[src/design/seq_exit_pkg.sv]
// Function
// - Sequence exit when selected input reaches expected level, then go to next state
// - Sequence delay timer programmable from 10 us to 400 ms
// - Monitor exit is OR of deviating monitored inputs, no delay
// - After any exit, load next definition from storage, about 20 us
// - Timeout exit to timeout next state when condition unmet at expiry
// - Timeout delay programmable per state, 100 us to 400 ms
// - Driver output levels of a state applied on entry
// - Sequence condition may use supply above undervoltage threshold
// - One sticky fault bit per input, held in two registers
// - Fault bits readable by host software
// - Per-state enable decides whether faults are recorded
// - Up to 63 states, any reachable, each fixing ten driver outputs
// - OR of all warnings is an input to all three exit blocks
// - Jump command forces advance to the sequence next state via the sequence exit
// - First definition loaded 0.5 ms after configuration download
package seq_exit_pkg;
  localparam int CLK_MHZ = 40;
  localparam int N_IN = 10;
  localparam int N_OUT = 10;
  localparam int SEL_W = 4;
  localparam int ST_W = 6;
  localparam int N_STATES = 63;
  localparam int TMR_W = 24;
  localparam int DEF_W = 64;
  // Timer counts in 10 us units: 1 .. 40000
  localparam int TICK_US = 10;
  localparam int TICK_CYC = TICK_US * CLK_MHZ;
  localparam int SEQ_MIN_US = 10;
  localparam int TMO_MIN_US = 100;
  localparam int MAX_MS = 400;
  localparam int SEQ_MIN_TICKS = SEQ_MIN_US / TICK_US;
  localparam int TMO_MIN_TICKS = TMO_MIN_US / TICK_US;
  localparam int MAX_TICKS = MAX_MS * 1000 / TICK_US;
  localparam int LOAD_US = 20;
  localparam int LOAD_CYC = LOAD_US * CLK_MHZ;
  localparam int START_US = 500;
  localparam int START_CYC = START_US * CLK_MHZ;
  localparam int TICK_CW = 9;
  localparam int LOAD_CW = 10;
  localparam int START_CW = 15;
  // Field layout of a 64-bit state definition
  localparam int F_OUT_LSB = 0;
  localparam int F_SEQ_NEXT_LSB = 10;
  localparam int F_TMO_NEXT_LSB = 16;
  localparam int F_MON_NEXT_LSB = 22;
  localparam int F_SEQ_SEL_LSB = 28;
  localparam int F_SEQ_POL = 32;
  localparam int F_SEQ_WARN = 33;
  localparam int F_TMO_EN = 34;
  localparam int F_FLT_EN = 35;
  localparam int F_MON_WARN = 36;
  localparam int F_TMO_WARN = 37;
  localparam int F_SEQ_DLY_LSB = 38;
  localparam int F_TMO_DLY_LSB = 48;
  localparam int DLY_W = 10;
  localparam int F_MON_MASK_LSB = 40;
  localparam logic [ST_W-1:0] FIRST_STATE = 6'h00;
  typedef enum logic [1:0] {exit_none_t_v, exit_mon, exit_seq, exit_tmo} exit_kind_t;
endpackage : seq_exit_pkg

[src/design/exit_sync.sv]
`timescale 1ns/100ps
`default_nettype none
// Two-flop synchroniser for a bus of levels
module exit_sync
  import seq_exit_pkg::*;
#(
  parameter int W = 1
) (
  input wire logic clock,
  input wire logic rst,
  input wire logic [W-1:0] d,
  output logic [W-1:0] q
);
  logic [W-1:0] meta_ff;
  logic [W-1:0] sync_ff;
  logic [W-1:0] nxt_meta;
  logic [W-1:0] nxt_sync;

  always_comb begin
    nxt_meta = d;
    nxt_sync = meta_ff;
  end

  always_ff @(posedge clock or posedge rst) begin
    if (rst) begin
      meta_ff <= '0;
      sync_ff <= '0;
    end else begin
      meta_ff <= nxt_meta;
      sync_ff <= nxt_sync;
    end
  end

  assign q = sync_ff;
endmodule : exit_sync
`default_nettype wire

[src/design/exit_timer.sv]
`timescale 1ns/100ps
`default_nettype none
// Delay timer counting ticks; restarts on clear
module exit_timer
  import seq_exit_pkg::*;
(
  input wire logic clock,
  input wire logic rst,
  input wire logic clear,
  input wire logic tick,
  input wire logic [TMR_W-1:0] limit,
  output logic expired
);
  logic [TMR_W-1:0] cnt_ff;
  logic [TMR_W-1:0] nxt_cnt;

  always_comb begin
    nxt_cnt = cnt_ff;
    if (clear) begin
      nxt_cnt = '0;
    end else if (tick && (cnt_ff < limit)) begin
      nxt_cnt = cnt_ff + 1'b1;
    end
  end

  always_ff @(posedge clock or posedge rst) begin
    if (rst) begin
      cnt_ff <= '0;
    end else begin
      cnt_ff <= nxt_cnt;
    end
  end

  assign expired = !clear && (cnt_ff >= limit);
endmodule : exit_timer
`default_nettype wire

[src/design/sequencing_engine_exit.sv]
`timescale 1ns/100ps
`default_nettype none
module sequencing_engine_exit
  import seq_exit_pkg::*;
(
  input wire logic clock,
  input wire logic rst,
  input wire logic config_done,
  input wire logic [N_IN-1:0] supply_fault_detector,
  input wire logic warning_in,
  input wire logic jump_cmd,
  input wire logic fault_clear,
  input wire logic [DEF_W-1:0] def_data,
  input wire logic def_valid,
  output logic [ST_W-1:0] def_addr,
  output logic def_req,
  output logic [ST_W-1:0] cur_state,
  output logic [N_OUT-1:0] programmable_driver_output,
  output logic [7:0] fault_lo,
  output logic [7:0] fault_hi,
  output logic running
);
  typedef enum logic [1:0] {wait_cfg, loading, active} phase_t;

  // ---------------------------------------------------------------
  // Input synchronisers
  // ---------------------------------------------------------------
  logic [N_IN-1:0] sfd_s;
  logic warn_s;
  logic cfg_s;
  logic jump_s;
  logic [N_IN+2:0] sync_d;
  logic [N_IN+2:0] sync_q;

  assign sync_d = {jump_cmd, cfg_s_in(config_done), warning_in, supply_fault_detector};
  assign sfd_s = sync_q[N_IN-1:0];
  assign warn_s = sync_q[N_IN];
  assign cfg_s = sync_q[N_IN+1];
  assign jump_s = sync_q[N_IN+2];

  function automatic logic cfg_s_in(input logic v);
    return v;
  endfunction : cfg_s_in

  exit_sync #(.W(N_IN + 3)) u_sync (
    .clock(clock),
    .rst(rst),
    .d(sync_d),
    .q(sync_q)
  );

  // ---------------------------------------------------------------
  // Field decode
  // ---------------------------------------------------------------
  function automatic logic [TMR_W-1:0] clamp_dly(input logic [DLY_W-1:0] raw,
                                                 input int lo);
    logic [TMR_W-1:0] v;
    v = TMR_W'(raw) * TMR_W'(MAX_TICKS / 1000);
    if (v < TMR_W'(lo)) begin
      v = TMR_W'(lo);
    end
    if (v > TMR_W'(MAX_TICKS)) begin
      v = TMR_W'(MAX_TICKS);
    end
    return v;
  endfunction : clamp_dly

  function automatic logic [ST_W-1:0] next_field(input logic [DEF_W-1:0] d,
                                                 input int lsb);
    return d[lsb +: ST_W];
  endfunction : next_field

  // ---------------------------------------------------------------
  // Control state
  // ---------------------------------------------------------------
  phase_t phase_ff, nxt_phase;
  logic [DEF_W-1:0] def_ff, nxt_def;
  logic [ST_W-1:0] state_ff, nxt_state;
  logic [ST_W-1:0] addr_ff, nxt_addr;
  logic req_ff, nxt_req;
  logic [N_OUT-1:0] out_ff, nxt_out;
  logic [N_IN-1:0] fault_ff;
  logic [START_CW-1:0] start_ff, nxt_start;
  logic [LOAD_CW-1:0] load_ff, nxt_load;
  logic [TICK_CW-1:0] tick_ff, nxt_tick;
  logic run_ff, nxt_run;
  logic entry_ff, nxt_entry;
  logic jump_d_ff, nxt_jump_d;

  logic tick;
  logic seq_done;
  logic tmo_done;
  logic seq_cond;
  logic mon_hit;
  logic jump_pulse;
  logic [SEL_W-1:0] sel;
  logic sel_bit;
  logic [N_IN-1:0] mon_mask;
  logic [N_IN-1:0] mon_dev;
  exit_kind_t exit_kind;

  assign tick = (tick_ff == TICK_CW'(TICK_CYC - 1));
  assign jump_pulse = jump_s && !jump_d_ff;
  assign sel = def_ff[F_SEQ_SEL_LSB +: SEL_W];
  assign sel_bit = (sel < SEL_W'(N_IN)) ? sfd_s[sel] : 1'b0;
  assign mon_mask = def_ff[F_MON_MASK_LSB - 30 +: N_IN];

  // Monitored inputs expected high; a low one deviates
  assign mon_dev = mon_mask & ~sfd_s;
  assign mon_hit = (|mon_dev) || (def_ff[F_MON_WARN] && warn_s);
  assign seq_cond = (sel_bit == def_ff[F_SEQ_POL]) ||
                    (def_ff[F_SEQ_WARN] && warn_s);

  exit_timer u_seq_tmr (
    .clock(clock),
    .rst(rst),
    .clear(entry_ff),
    .tick(tick),
    .limit(clamp_dly(def_ff[F_SEQ_DLY_LSB +: DLY_W], SEQ_MIN_TICKS)),
    .expired(seq_done)
  );

  exit_timer u_tmo_tmr (
    .clock(clock),
    .rst(rst),
    .clear(entry_ff),
    .tick(tick),
    .limit(clamp_dly(def_ff[F_TMO_DLY_LSB +: DLY_W], TMO_MIN_TICKS)),
    .expired(tmo_done)
  );

  // ---------------------------------------------------------------
  // Fault latch, one sticky bit per input
  // ---------------------------------------------------------------
  logic flt_rec;

  // Recording only while a state with its enable bit is active
  assign flt_rec = (phase_ff == active) && def_ff[F_FLT_EN];

  for (genvar i = 0; i < N_IN; i++) begin : g_fault
    logic bit_ff;
    logic nxt_bit;

    // Set wins over clear
    always_comb begin
      nxt_bit = bit_ff;
      if (fault_clear) begin
        nxt_bit = 1'b0;
      end
      if (flt_rec && mon_dev[i]) begin
        nxt_bit = 1'b1;
      end
    end

    always_ff @(posedge clock or posedge rst) begin
      if (rst) begin
        bit_ff <= 1'b0;
      end else begin
        bit_ff <= nxt_bit;
      end
    end

    assign fault_ff[i] = bit_ff;
  end

  // ---------------------------------------------------------------
  // Exit arbitration
  // ---------------------------------------------------------------
  always_comb begin
    exit_kind = exit_none_t_v;
    if (phase_ff == active && !entry_ff) begin
      if (mon_hit) begin
        exit_kind = exit_mon;
      end else if ((seq_cond && seq_done) || jump_pulse) begin
        exit_kind = exit_seq;
      end else if (def_ff[F_TMO_EN] &&
                   (tmo_done || (def_ff[F_TMO_WARN] && warn_s))) begin
        exit_kind = exit_tmo;
      end
    end
  end

  // ---------------------------------------------------------------
  // Sequencer next state
  // ---------------------------------------------------------------
  always_comb begin
    nxt_phase = phase_ff;
    nxt_def = def_ff;
    nxt_state = state_ff;
    nxt_addr = addr_ff;
    nxt_req = 1'b0;
    nxt_out = out_ff;
    nxt_start = start_ff;
    nxt_load = load_ff;
    nxt_tick = tick ? '0 : tick_ff + 1'b1;
    nxt_run = run_ff;
    nxt_entry = 1'b0;
    nxt_jump_d = jump_s;
    unique case (phase_ff)
      wait_cfg: begin
        if (!cfg_s) begin
          nxt_start = '0;
        end else if (start_ff == START_CW'(START_CYC - 1)) begin
          nxt_phase = loading;
          nxt_addr = FIRST_STATE;
          nxt_req = 1'b1;
          nxt_load = '0;
        end else begin
          nxt_start = start_ff + 1'b1;
        end
      end
      loading: begin
        if (load_ff != LOAD_CW'(LOAD_CYC - 1)) begin
          nxt_load = load_ff + 1'b1;
        end
        // Definition accepted after the fixed load latency
        if (def_valid && load_ff == LOAD_CW'(LOAD_CYC - 1)) begin
          nxt_def = def_data;
          nxt_state = addr_ff;
          nxt_out = def_data[F_OUT_LSB +: N_OUT];
          nxt_phase = active;
          nxt_entry = 1'b1;
          nxt_run = 1'b1;
        end
      end
      active: begin
        if (exit_kind != exit_none_t_v) begin
          nxt_phase = loading;
          nxt_req = 1'b1;
          nxt_load = '0;
          unique case (exit_kind)
            exit_mon: nxt_addr = next_field(def_ff, F_MON_NEXT_LSB);
            exit_seq: nxt_addr = next_field(def_ff, F_SEQ_NEXT_LSB);
            exit_tmo: nxt_addr = next_field(def_ff, F_TMO_NEXT_LSB);
            default: nxt_addr = addr_ff;
          endcase
          if (nxt_addr >= ST_W'(N_STATES)) begin
            nxt_addr = FIRST_STATE;
          end
        end
      end
      default: nxt_phase = wait_cfg;
    endcase
  end

  always_ff @(posedge clock or posedge rst) begin
    if (rst) begin
      phase_ff <= wait_cfg;
      def_ff <= '0;
      state_ff <= FIRST_STATE;
      addr_ff <= FIRST_STATE;
      req_ff <= 1'b0;
      out_ff <= '0;
      start_ff <= '0;
      load_ff <= '0;
      tick_ff <= '0;
      run_ff <= 1'b0;
      entry_ff <= 1'b0;
      jump_d_ff <= 1'b0;
    end else begin
      phase_ff <= nxt_phase;
      def_ff <= nxt_def;
      state_ff <= nxt_state;
      addr_ff <= nxt_addr;
      req_ff <= nxt_req;
      out_ff <= nxt_out;
      start_ff <= nxt_start;
      load_ff <= nxt_load;
      tick_ff <= nxt_tick;
      run_ff <= nxt_run;
      entry_ff <= nxt_entry;
      jump_d_ff <= nxt_jump_d;
    end
  end

  // Fault bits split over two byte registers
  assign fault_lo = fault_ff[7:0];
  assign fault_hi = {6'h00, fault_ff[N_IN-1:8]};
  assign def_addr = addr_ff;
  assign def_req = req_ff;
  assign cur_state = state_ff;
  assign programmable_driver_output = out_ff;
  assign running = run_ff;
endmodule : sequencing_engine_exit
`default_nettype wire

[config.mk]
export PLATFORM = sky130hd
export DESIGN_NAME = sequencing_engine_exit
export DESIGN_NICKNAME = d
export VERILOG_FILES = /design/src/design/seq_exit_pkg.sv /design/src/design/exit_sync.sv /design/src/design/exit_timer.sv /design/src/design/sequencing_engine_exit.sv
export SDC_FILE = /design/constraint.sdc
export NUM_CORES = 1
export LEC_CHECK = 0
export ABC_AREA = 0
export BUFFER_PORTS_ARGS = -buffer_cell sky130_fd_sc_hd__buf_2
export CAP_MARGIN = 0
export CORE_ASPECT_RATIO = 1.5
export CORE_UTILIZATION = 45
export DETAILED_ROUTE_END_ITERATION = 12
export GPL_TIMING_DRIVEN = 0
export PLACE_DENSITY = 0.67
export SLEW_MARGIN = 10
export SYNTH_ARGS = -nofsm -noshare
export SYNTH_HDL_FRONTEND = slang
export SYNTH_SLANG_ARGS = --single-unit
[constraint.sdc]
create_clock -name clock -period 5.6 [get_ports clock]
set_input_delay 0.56 -clock clock [delete_from_list [all_inputs] [get_ports clock]]
set_output_delay 0.56 -clock clock [all_outputs]
set_load 0.05 [all_outputs]
Word level (Yosys, flattened, before mapping)
Index checks and enable logic that the tools add are counted.
{ "totals": {"word_cells": 166, "ff_bits": 204, "out_inout_bits": 40} }
{ "op_classes": {"n_mux": 53, "add_sub_neg": 5, "n_mul": 2, "n_bitwise": 2, "n_reduce_logical": 51, "magnitude_cmp": 11, "eq_ne": 16} }
{ "ops": {"columns": ["operator", "n"], "rows": [
  ["$mux 24", 6],
  ["$add 24x1->24 const B", 2],
  ["$ge 24x24->1", 2],
  ["$gt 24x16->1 const B", 2],
  ["$lt 24x24->1", 2],
  ["$mux 10", 4],
  ["$mux 6", 6],
  ["$mux 16", 2],
  ["$mux 15", 2],
  ["$pmux 10 s3", 1],
  ["$reduce_bool 2->1", 14],
  ["$mul 10x3->13 const B", 2],
  ["$logic_and 1x1->1", 23],
  ["$mux 1", 18],
  ["$pmux 6 s3", 1],
  ["$lt 16x1->1 const B", 1],
  ["$lt 16x4->1 const B", 1],
  ["$mux 2", 8],
  ["$add 15x1->15 const B", 1],
  ["$eq 15x15->1 const B", 1],
  ["$pmux 6 s2", 1],
  ["$add 10x1->10 const B", 1],
  ["$and 10x10->10", 1],
  ["$eq 10x10->1 const B", 1],
  ["24 further kinds", 37]
]} }

Logic depth before layout (Yosys ltp)
{ "depth": {"word_depth": 21, "depth_mapped": 23} }

Hierarchy
Synthesis repeated with hierarchy kept, for this count alone.
{ "unflattened": {"hier_cells": 1147, "area_unflattened_um2": 11193.2} }
{ "by_module_without_submodules": {"columns": ["module", "area_per_inst_um2", "instances", "cells_each"], "rows": [
  ["sequencing_engine_exit", 6720.2, 1, 646],
  ["exit_timer", 1909.3, 2, 237],
  ["exit_sync", 654.4, 1, 27]
]} }

Least setup slack after synthesis
OpenSTA, ideal clock, no wires.
{ "synth_timing": {"path_kind": "register -> register", "startpoint": "register def_ff[39]", "endpoint": "register addr_ff[1] (netlist: def_addr[1])", "t_arrival_ns": 5.333, "setup_slack_ns": 0.133, "stages_incl_launch_ff": 23, "required_ns": 5.467, "setup_time_ns": 0.133, "path_buffers": 0, "cell_sequence": "dfrtp_1 ha_1 ha_1 fa_1 a21o_1 a21oi_1 o21bai_1 a21oi_1 o21bai_1 a21oi_1 xnor2_1 o311ai_1 nand2_1 ha_1 a21oi_1 o21ai_0 a221o_1 o211a_2 a2111o_1 and2_4 or4_1 a21oi_1 o22ai_1"} }
{ "synth_via": {"elab_chain_cells": 20, "word_cells_on_any_way": 25, "classes_between": "mul (1); order compare (4); eq/ne (4); mux (11); reduce/logical (5)"} }
{ "synth_lines": {"columns": ["item", "line_no", "rtl"], "rows": [
  ["from (decl)", "sequencing_engine_exit.sv:77", "logic [DEF_W-1:0] def_ff, nxt_def;"],
  ["from (signal assigned)", "sequencing_engine_exit.sv:262", "def_ff <= nxt_def;"],
  ["$mul 10x3->13 *", "sequencing_engine_exit.sv:58", "v = TMR_W'(raw) * TMR_W'(MAX_TICKS / 1000);"],
  ["$lt 16x1->1", "sequencing_engine_exit.sv:59", "if (v < TMR_W'(lo)) begin"],
  ["$mux 16 *", "sequencing_engine_exit.sv:59", null],
  ["$gt 24x16->1", "sequencing_engine_exit.sv:62", "if (v > TMR_W'(MAX_TICKS)) begin"],
  ["$mux 24 *", "sequencing_engine_exit.sv:62", null],
  ["$ge 24x24->1 *", "exit_timer.sv:34", "assign expired = !clear && (cnt_ff >= limit);"],
  ["$logic_and 1x1->1 *", "exit_timer.sv:34", null],
  ["$logic_and 1x1->1 *", "sequencing_engine_exit.sv:174", "end else if ((seq_cond && seq_done) || jump_pulse) begin"],
  ["(+4 left out)", null, null],
  ["$eq 2x2->1 / $eq 2x1->1 (equally long branches)", "sequencing_engine_exit.sv:231", "unique case (exit_kind)"],
  ["$pmux 6 s3", "sequencing_engine_exit.sv:231", null],
  ["$mux 6", "sequencing_engine_exit.sv:227", "if (exit_kind != exit_none_t_v) begin"],
  ["$mux 6", "sequencing_engine_exit.sv:199", "unique case (phase_ff)"],
  ["$ge 6x6->1", "sequencing_engine_exit.sv:237", "if (nxt_addr >= ST_W'(N_STATES)) begin"],
  ["$mux 6", "sequencing_engine_exit.sv:237", null],
  ["$mux 6", "sequencing_engine_exit.sv:227", null],
  ["$pmux 6 s2", "sequencing_engine_exit.sv:199", null],
  ["to (signal assigned)", "sequencing_engine_exit.sv:264", "addr_ff <= nxt_addr;"],
  ["to (decl)", "sequencing_engine_exit.sv:79", "logic [ST_W-1:0] addr_ff, nxt_addr;"]
]} }
Mark *: on every way between the ends. The rest lies on a longest branch, timed or not. The select of a mux whose other input is x is not followed.
A chain may end at the register's enable or synchronous reset.

Final worst setup path
{ "layout_timing": {"startpoint": "register def_ff[50]", "endpoint": "register addr_ff[1] (netlist: def_addr[1])"} }
{ "layout_via": {"elab_chain_cells": 21, "word_cells_on_any_way": 26, "classes_between": "mul (1); order compare (4); eq/ne (4); mux (12); reduce/logical (5)"} }
{ "layout_lines": {"columns": ["item", "line_no", "rtl"], "rows": [
  ["$mul 10x3->13 *", "sequencing_engine_exit.sv:58", null],
  ["$lt 16x4->1", "sequencing_engine_exit.sv:59", null],
  ["$mux 16 *", "sequencing_engine_exit.sv:59", null],
  ["$gt 24x16->1", "sequencing_engine_exit.sv:62", null],
  ["$mux 24 *", "sequencing_engine_exit.sv:62", null],
  ["$ge 24x24->1 *", "exit_timer.sv:34", null],
  ["$logic_and 1x1->1 *", "exit_timer.sv:34", null],
  ["$logic_or 1x1->1 *", "sequencing_engine_exit.sv:177", "(tmo_done || (def_ff[F_TMO_WARN] && warn_s))) begin"],
  ["(+5 left out)", null, null],
  ["$eq 2x2->1 / $eq 2x1->1 (equally long branches)", "sequencing_engine_exit.sv:231", null],
  ["$pmux 6 s3", "sequencing_engine_exit.sv:231", null],
  ["$mux 6", "sequencing_engine_exit.sv:227", null],
  ["$mux 6", "sequencing_engine_exit.sv:199", null],
  ["$ge 6x6->1", "sequencing_engine_exit.sv:237", null],
  ["$mux 6", "sequencing_engine_exit.sv:237", null],
  ["$mux 6", "sequencing_engine_exit.sv:227", null],
  ["$pmux 6 s2", "sequencing_engine_exit.sv:199", null]
]} }
Marked as above.

==> impl_summary.txt <==
----------------------------------------------------
[Detailed routing]
  Vias after detailed routing ... 7,320
  Routed wirelength normalized by instance count ... 15.7 µm
  Total detailed-routing wirelength ... 21,600 µm
  Vias per Instance ... 5.33
  Antenna Violating Nets Remaining ... 0
  Detailed-routing iteration count for the pre-antenna-repair pass ... 5
  DRT iter0 DRCs ... 251
  Post-route DRC violation count ... 0

[Timing]
  Hold Fails Final Rpt ... 0
  Post-Route Setup TNS ... 0 ps
  Final Critical Period ... 5410 ps
  F_max ... 0.185 GHz
  Number of pins exceeding their max-slew limit in the final report ... 0
  Ratio of final minimum period to clock period ... 96.6%
  Final Skew ... 8.99 ps
  Slew HR ... 47.3%
  Transition at the pin with the smallest max-transition slack ... 783 ps
  Final worst setup slack ... 188 ps
  Finish-stage setup viols ... 0

[Final layout]
  Antenna diode instance count ... 0
  NumNets Final ... 1,238
  Final Non-Filler Cells ... 1,374
  Share of post-route cells with drive strength above 1 ... 26.3%
  Layout-stage area growth over the synthesis result ... 18.3%
  Layout filler cell count ... 1,955

[Job]
  # Max-Cap Violations ... 0

[Logic synthesis]
  Main area contributors after synthesis ... sky130_fd_sc_hd__dfrtp_1 (48%), sky130_fd_sc_hd__ha_1 (8.1%), sky130_fd_sc_hd__mux2_2 (7.1%), sky130_fd_sc_hd__nor2_1 (3.2%), sky130_fd_sc_hd__xor2_1 (2.9%)
  Library cells used by synthesis ... 62
  Top cell type's share of synthesized area ... 48.4%
  Post-synthesis area per instance ... 10.6 µm²
  Count of flip-flops with a built-in enable after synthesis ... 0
  Synthesized netlist cell count ... 943
  Yosys reg bits ... 194
  Top cell type by total area after synthesis ... sky130_fd_sc_hd__dfrtp_1
  Cell area after synthesis ... 0.0100 mm²
  Count of warnings emitted by yosys ... 0
  Part of the Yosys area used for sequential elements ... 48.4%
  Async set or reset register ratio after synthesis ... 100%
  Most common flop cell mapped by yosys ... sky130_fd_sc_hd__dfrtp_1

[Pwr]
  Maximum ir drop on the vdd rail ... 0.199 mV
  Post-layout total power ... 2.69 mW
  PD cells ... 226 mW/mm²
  Leakage ... 5.85 nW

[Floorplanning]
  I/O Pins ... 121
  Floorplan die width ... 124 µm
  Number of placement rows ... 66
  Floorplan die height ... 185 µm
  Core Box Area ... 0.0218 mm²
  Die footprint ... 0.0229 mm²
  Effective utilization at floorplan ... 46.0%

[Place]
  Detailed placer's ending HPWL ... 16,200 µm
  Input/output buffers ... 107
  Pre-CTS worst setup slack ... -831 ps
  RD Place Congestion ... 0.877
  Number of placed cells counting well taps ... 1,332

[Global route]
  Wire length of the first global-routing pass ... 35,500 µm
  Largest net degree at the start of global routing ... 40
  GRT Resource Usage Total ... 20.1%
  Via count of the first global-routing pass ... 7,346
  Antenna violations before repair ... 0
  Grt total ovfl ... 0

[Clock network]
  Clock Path Buffers ... 2
  Root buf cell ... sky130_fd_sc_hd__clkbuf_16
  Clock sink count ... 194
  Skew-Pair Late Insertion Delay ... 440 ps
  Number of levels the H-tree was split into ... 4
  Clock transition time at the flip-flop clock pins of the worst setup and hold paths ... 70 ps
  CTS buffer count ... 17
  Cts hold-fix bufs ... 0
  TritonCTS clock tree ... yes

[Worst setup path]
  Crit path cell chain ... ha_1, ha_1, a21o_1, a21oi_1, o21bai_1, nand2_1, a2111oi_2, o31ai_2, a21oi_2, nand2_1, ha_1, a21oi_2, o21ai_2, a2111oi_4, o211ai_1, a2111o_1, and2_4, or4_4, a21oi_2, o22ai_1
  Kind of end point of the critical path ... flip-flop
  Setup crit start kind ... flip-flop
  Required @ worst endpoint ... 5910 ps
  Path type of the worst setup path ... flip-flop to flip-flop
  Slowest library cell on the worst path ... sky130_fd_sc_hd__a2111oi_2
  Register-to-register setup slack ... 190 ps
  Slowest cell delay on critical path ... 610 ps
  End of the worst register-to-register path ... def_addr[1]
  Reg-to-Reg Start ... def_ff[50]
  Number of cells on the worst reg-to-reg path ... 20
  Worst EP arrival ... 5720 ps
  Worst Path Max Fanout ... 6

[Run status]
  Run status ... finished, final reports clean

[Worst hold path]
  Hold Path Class ... input port to asynchronous set/reset pin

----------------------------------------------------
[routing by layer]
metal / wire length (µm) / up-vias / GRT usage [%]
li1: - / 3582 / -
met1: 9190 / 3584 / 24.2
met2: 11300 / 123 / 35.2
met3: 660 / 31 / 3.36
met4: 505 / 0 / 7.81
met5: 0 / - / 0
[critical path: cells and delay by family, from the launching register on]
family          cells  cell delay [ps]
flops               1              410
fa+ha+maj           3              970
compound gates     13             2990
simple gates        4              920
[cells by family after synthesis]
group / Yosys count / share of synthesized area [%]
AOI/OAI and AO/OA: 138 / 8.85
other: 1 / 0.0374
xor gates and xnor gates: 62 / 5.41
muxes: 73 / 8.31
buffers and inverters: 93 / 4.49
adders and majority gates: 67 / 8.50
DFF: 194 / 48.4
and+or+nand+nor: 315 / 16.0
[state kept, by name (all words and copies together) (netlist names)]
name / cells
cur_state: 6
def_addr: 6
def_ff: 58
def_req: 1
entry_ff: 1
g_fault.bit_ff: 10
jump_d_ff: 1
load_ff: 10
phase_ff: 2
running: 1
start_ff: 15
tick_ff: 9
u_seq_tmr.cnt_ff: 24
u_sync.meta_ff: 13
u_sync.q: 13
u_tmo_tmr.cnt_ff: 24
[metrics by stage]
step	cell area, µm²	hold slack, ps	util, %
2_1_floorplan	10100	331	-
3_3_place_gp	10900	333	50.2
3_5_place_dp	11000	335	50.6
4_1_cts	11700	184	53.6
5_1_grt	11900	202	54.5
6_report	11900	187	54.5
[timing repair]
item	CTS	global route
setup endpoints to repair	46	39
resized for setup	16	31
pin swaps	7	23
setup buffers	4	7
[layout by cell type, fill, tap and decap left out, types with 7 or more instances in the layout]
cell type	instances
sky130_fd_sc_hd__and4_1	7
sky130_fd_sc_hd__nor4_1	9
sky130_fd_sc_hd__nand2_1	62
sky130_fd_sc_hd__nor3_1	15
sky130_fd_sc_hd__nor2_1	85
sky130_fd_sc_hd__a21oi_1	31
sky130_fd_sc_hd__nand2b_1	16
sky130_fd_sc_hd__or3_1	8
sky130_fd_sc_hd__nand3_1	26
sky130_fd_sc_hd__xnor2_1	27
sky130_fd_sc_hd__nor2b_1	18
sky130_fd_sc_hd__clkbuf_16	17
sky130_fd_sc_hd__xor2_1	33
sky130_fd_sc_hd__clkbuf_1	17
sky130_fd_sc_hd__o21ai_0	19
sky130_fd_sc_hd__mux2_2	63
sky130_fd_sc_hd__o21bai_1	9
sky130_fd_sc_hd__ha_1	62
sky130_fd_sc_hd__and2_1	9
sky130_fd_sc_hd__a21oi_2	11
sky130_fd_sc_hd__buf_4	38
sky130_fd_sc_hd__buf_2	109
sky130_fd_sc_hd__o22ai_1	16
sky130_fd_sc_hd__dfrtp_1	194
sky130_fd_sc_hd__mux2i_1	8
sky130_fd_sc_hd__and3_1	12
sky130_fd_sc_hd__nand4_1	19
sky130_fd_sc_hd__inv_1	42
[cell usage after synthesis (19+ instances only)]
cell                        n
sky130_fd_sc_hd__ha_1      65
sky130_fd_sc_hd__mux2_2    63
sky130_fd_sc_hd__nand3_1   26
sky130_fd_sc_hd__nand4_1   19
sky130_fd_sc_hd__o21ai_0   23
sky130_fd_sc_hd__nand2_1   62
sky130_fd_sc_hd__xor2_1    33
sky130_fd_sc_hd__nor2b_1   19
sky130_fd_sc_hd__nor2_1    86
sky130_fd_sc_hd__inv_1     43
sky130_fd_sc_hd__dfrtp_1  194
sky130_fd_sc_hd__xnor2_1   29
sky130_fd_sc_hd__a21oi_1   42
sky130_fd_sc_hd__buf_4     26
[cell type report]
type	instances	area (µm²)	area share (%)
well taps	272	340	2.86
inverters	43	165	1.39
clock inverters	13	125	1.05
plain buffers	50	292	2.45
multi-input cells	661	4960	41.7
flip-flops and latches	194	4850	40.9
repair buffers	123	718	6.05
clock buffers	18	429	3.61
[power by group]
| group | switching (mW) | total (mW) | internal, mW |
|---|---|---|---|
| registers | 0.00633 | 1.42 | 1.41 |
| clock network | 0.560 | 1.18 | 0.619 |
| logic | 0.0549 | 0.0905 | 0.0356 |
| total | 0.621 | 2.69 | 2.07 |
[worst max path at each step]
stage                from     endpoint  slack (ps)  depth (start not counted)
2_1_floorplan  def_ff[39]  def_addr[1]         130                         22
3_3_place_gp   def_ff[50]  def_addr[1]        -800                         20
3_5_place_dp   def_ff[50]  def_addr[1]        -830                         20
4_1_cts        def_ff[39]  def_addr[1]         -60                         22
5_1_grt        def_ff[50]  def_addr[1]         -90                         20
6_report       def_ff[50]  def_addr[1]         190                         20
(Power assumes the default switching activity.)
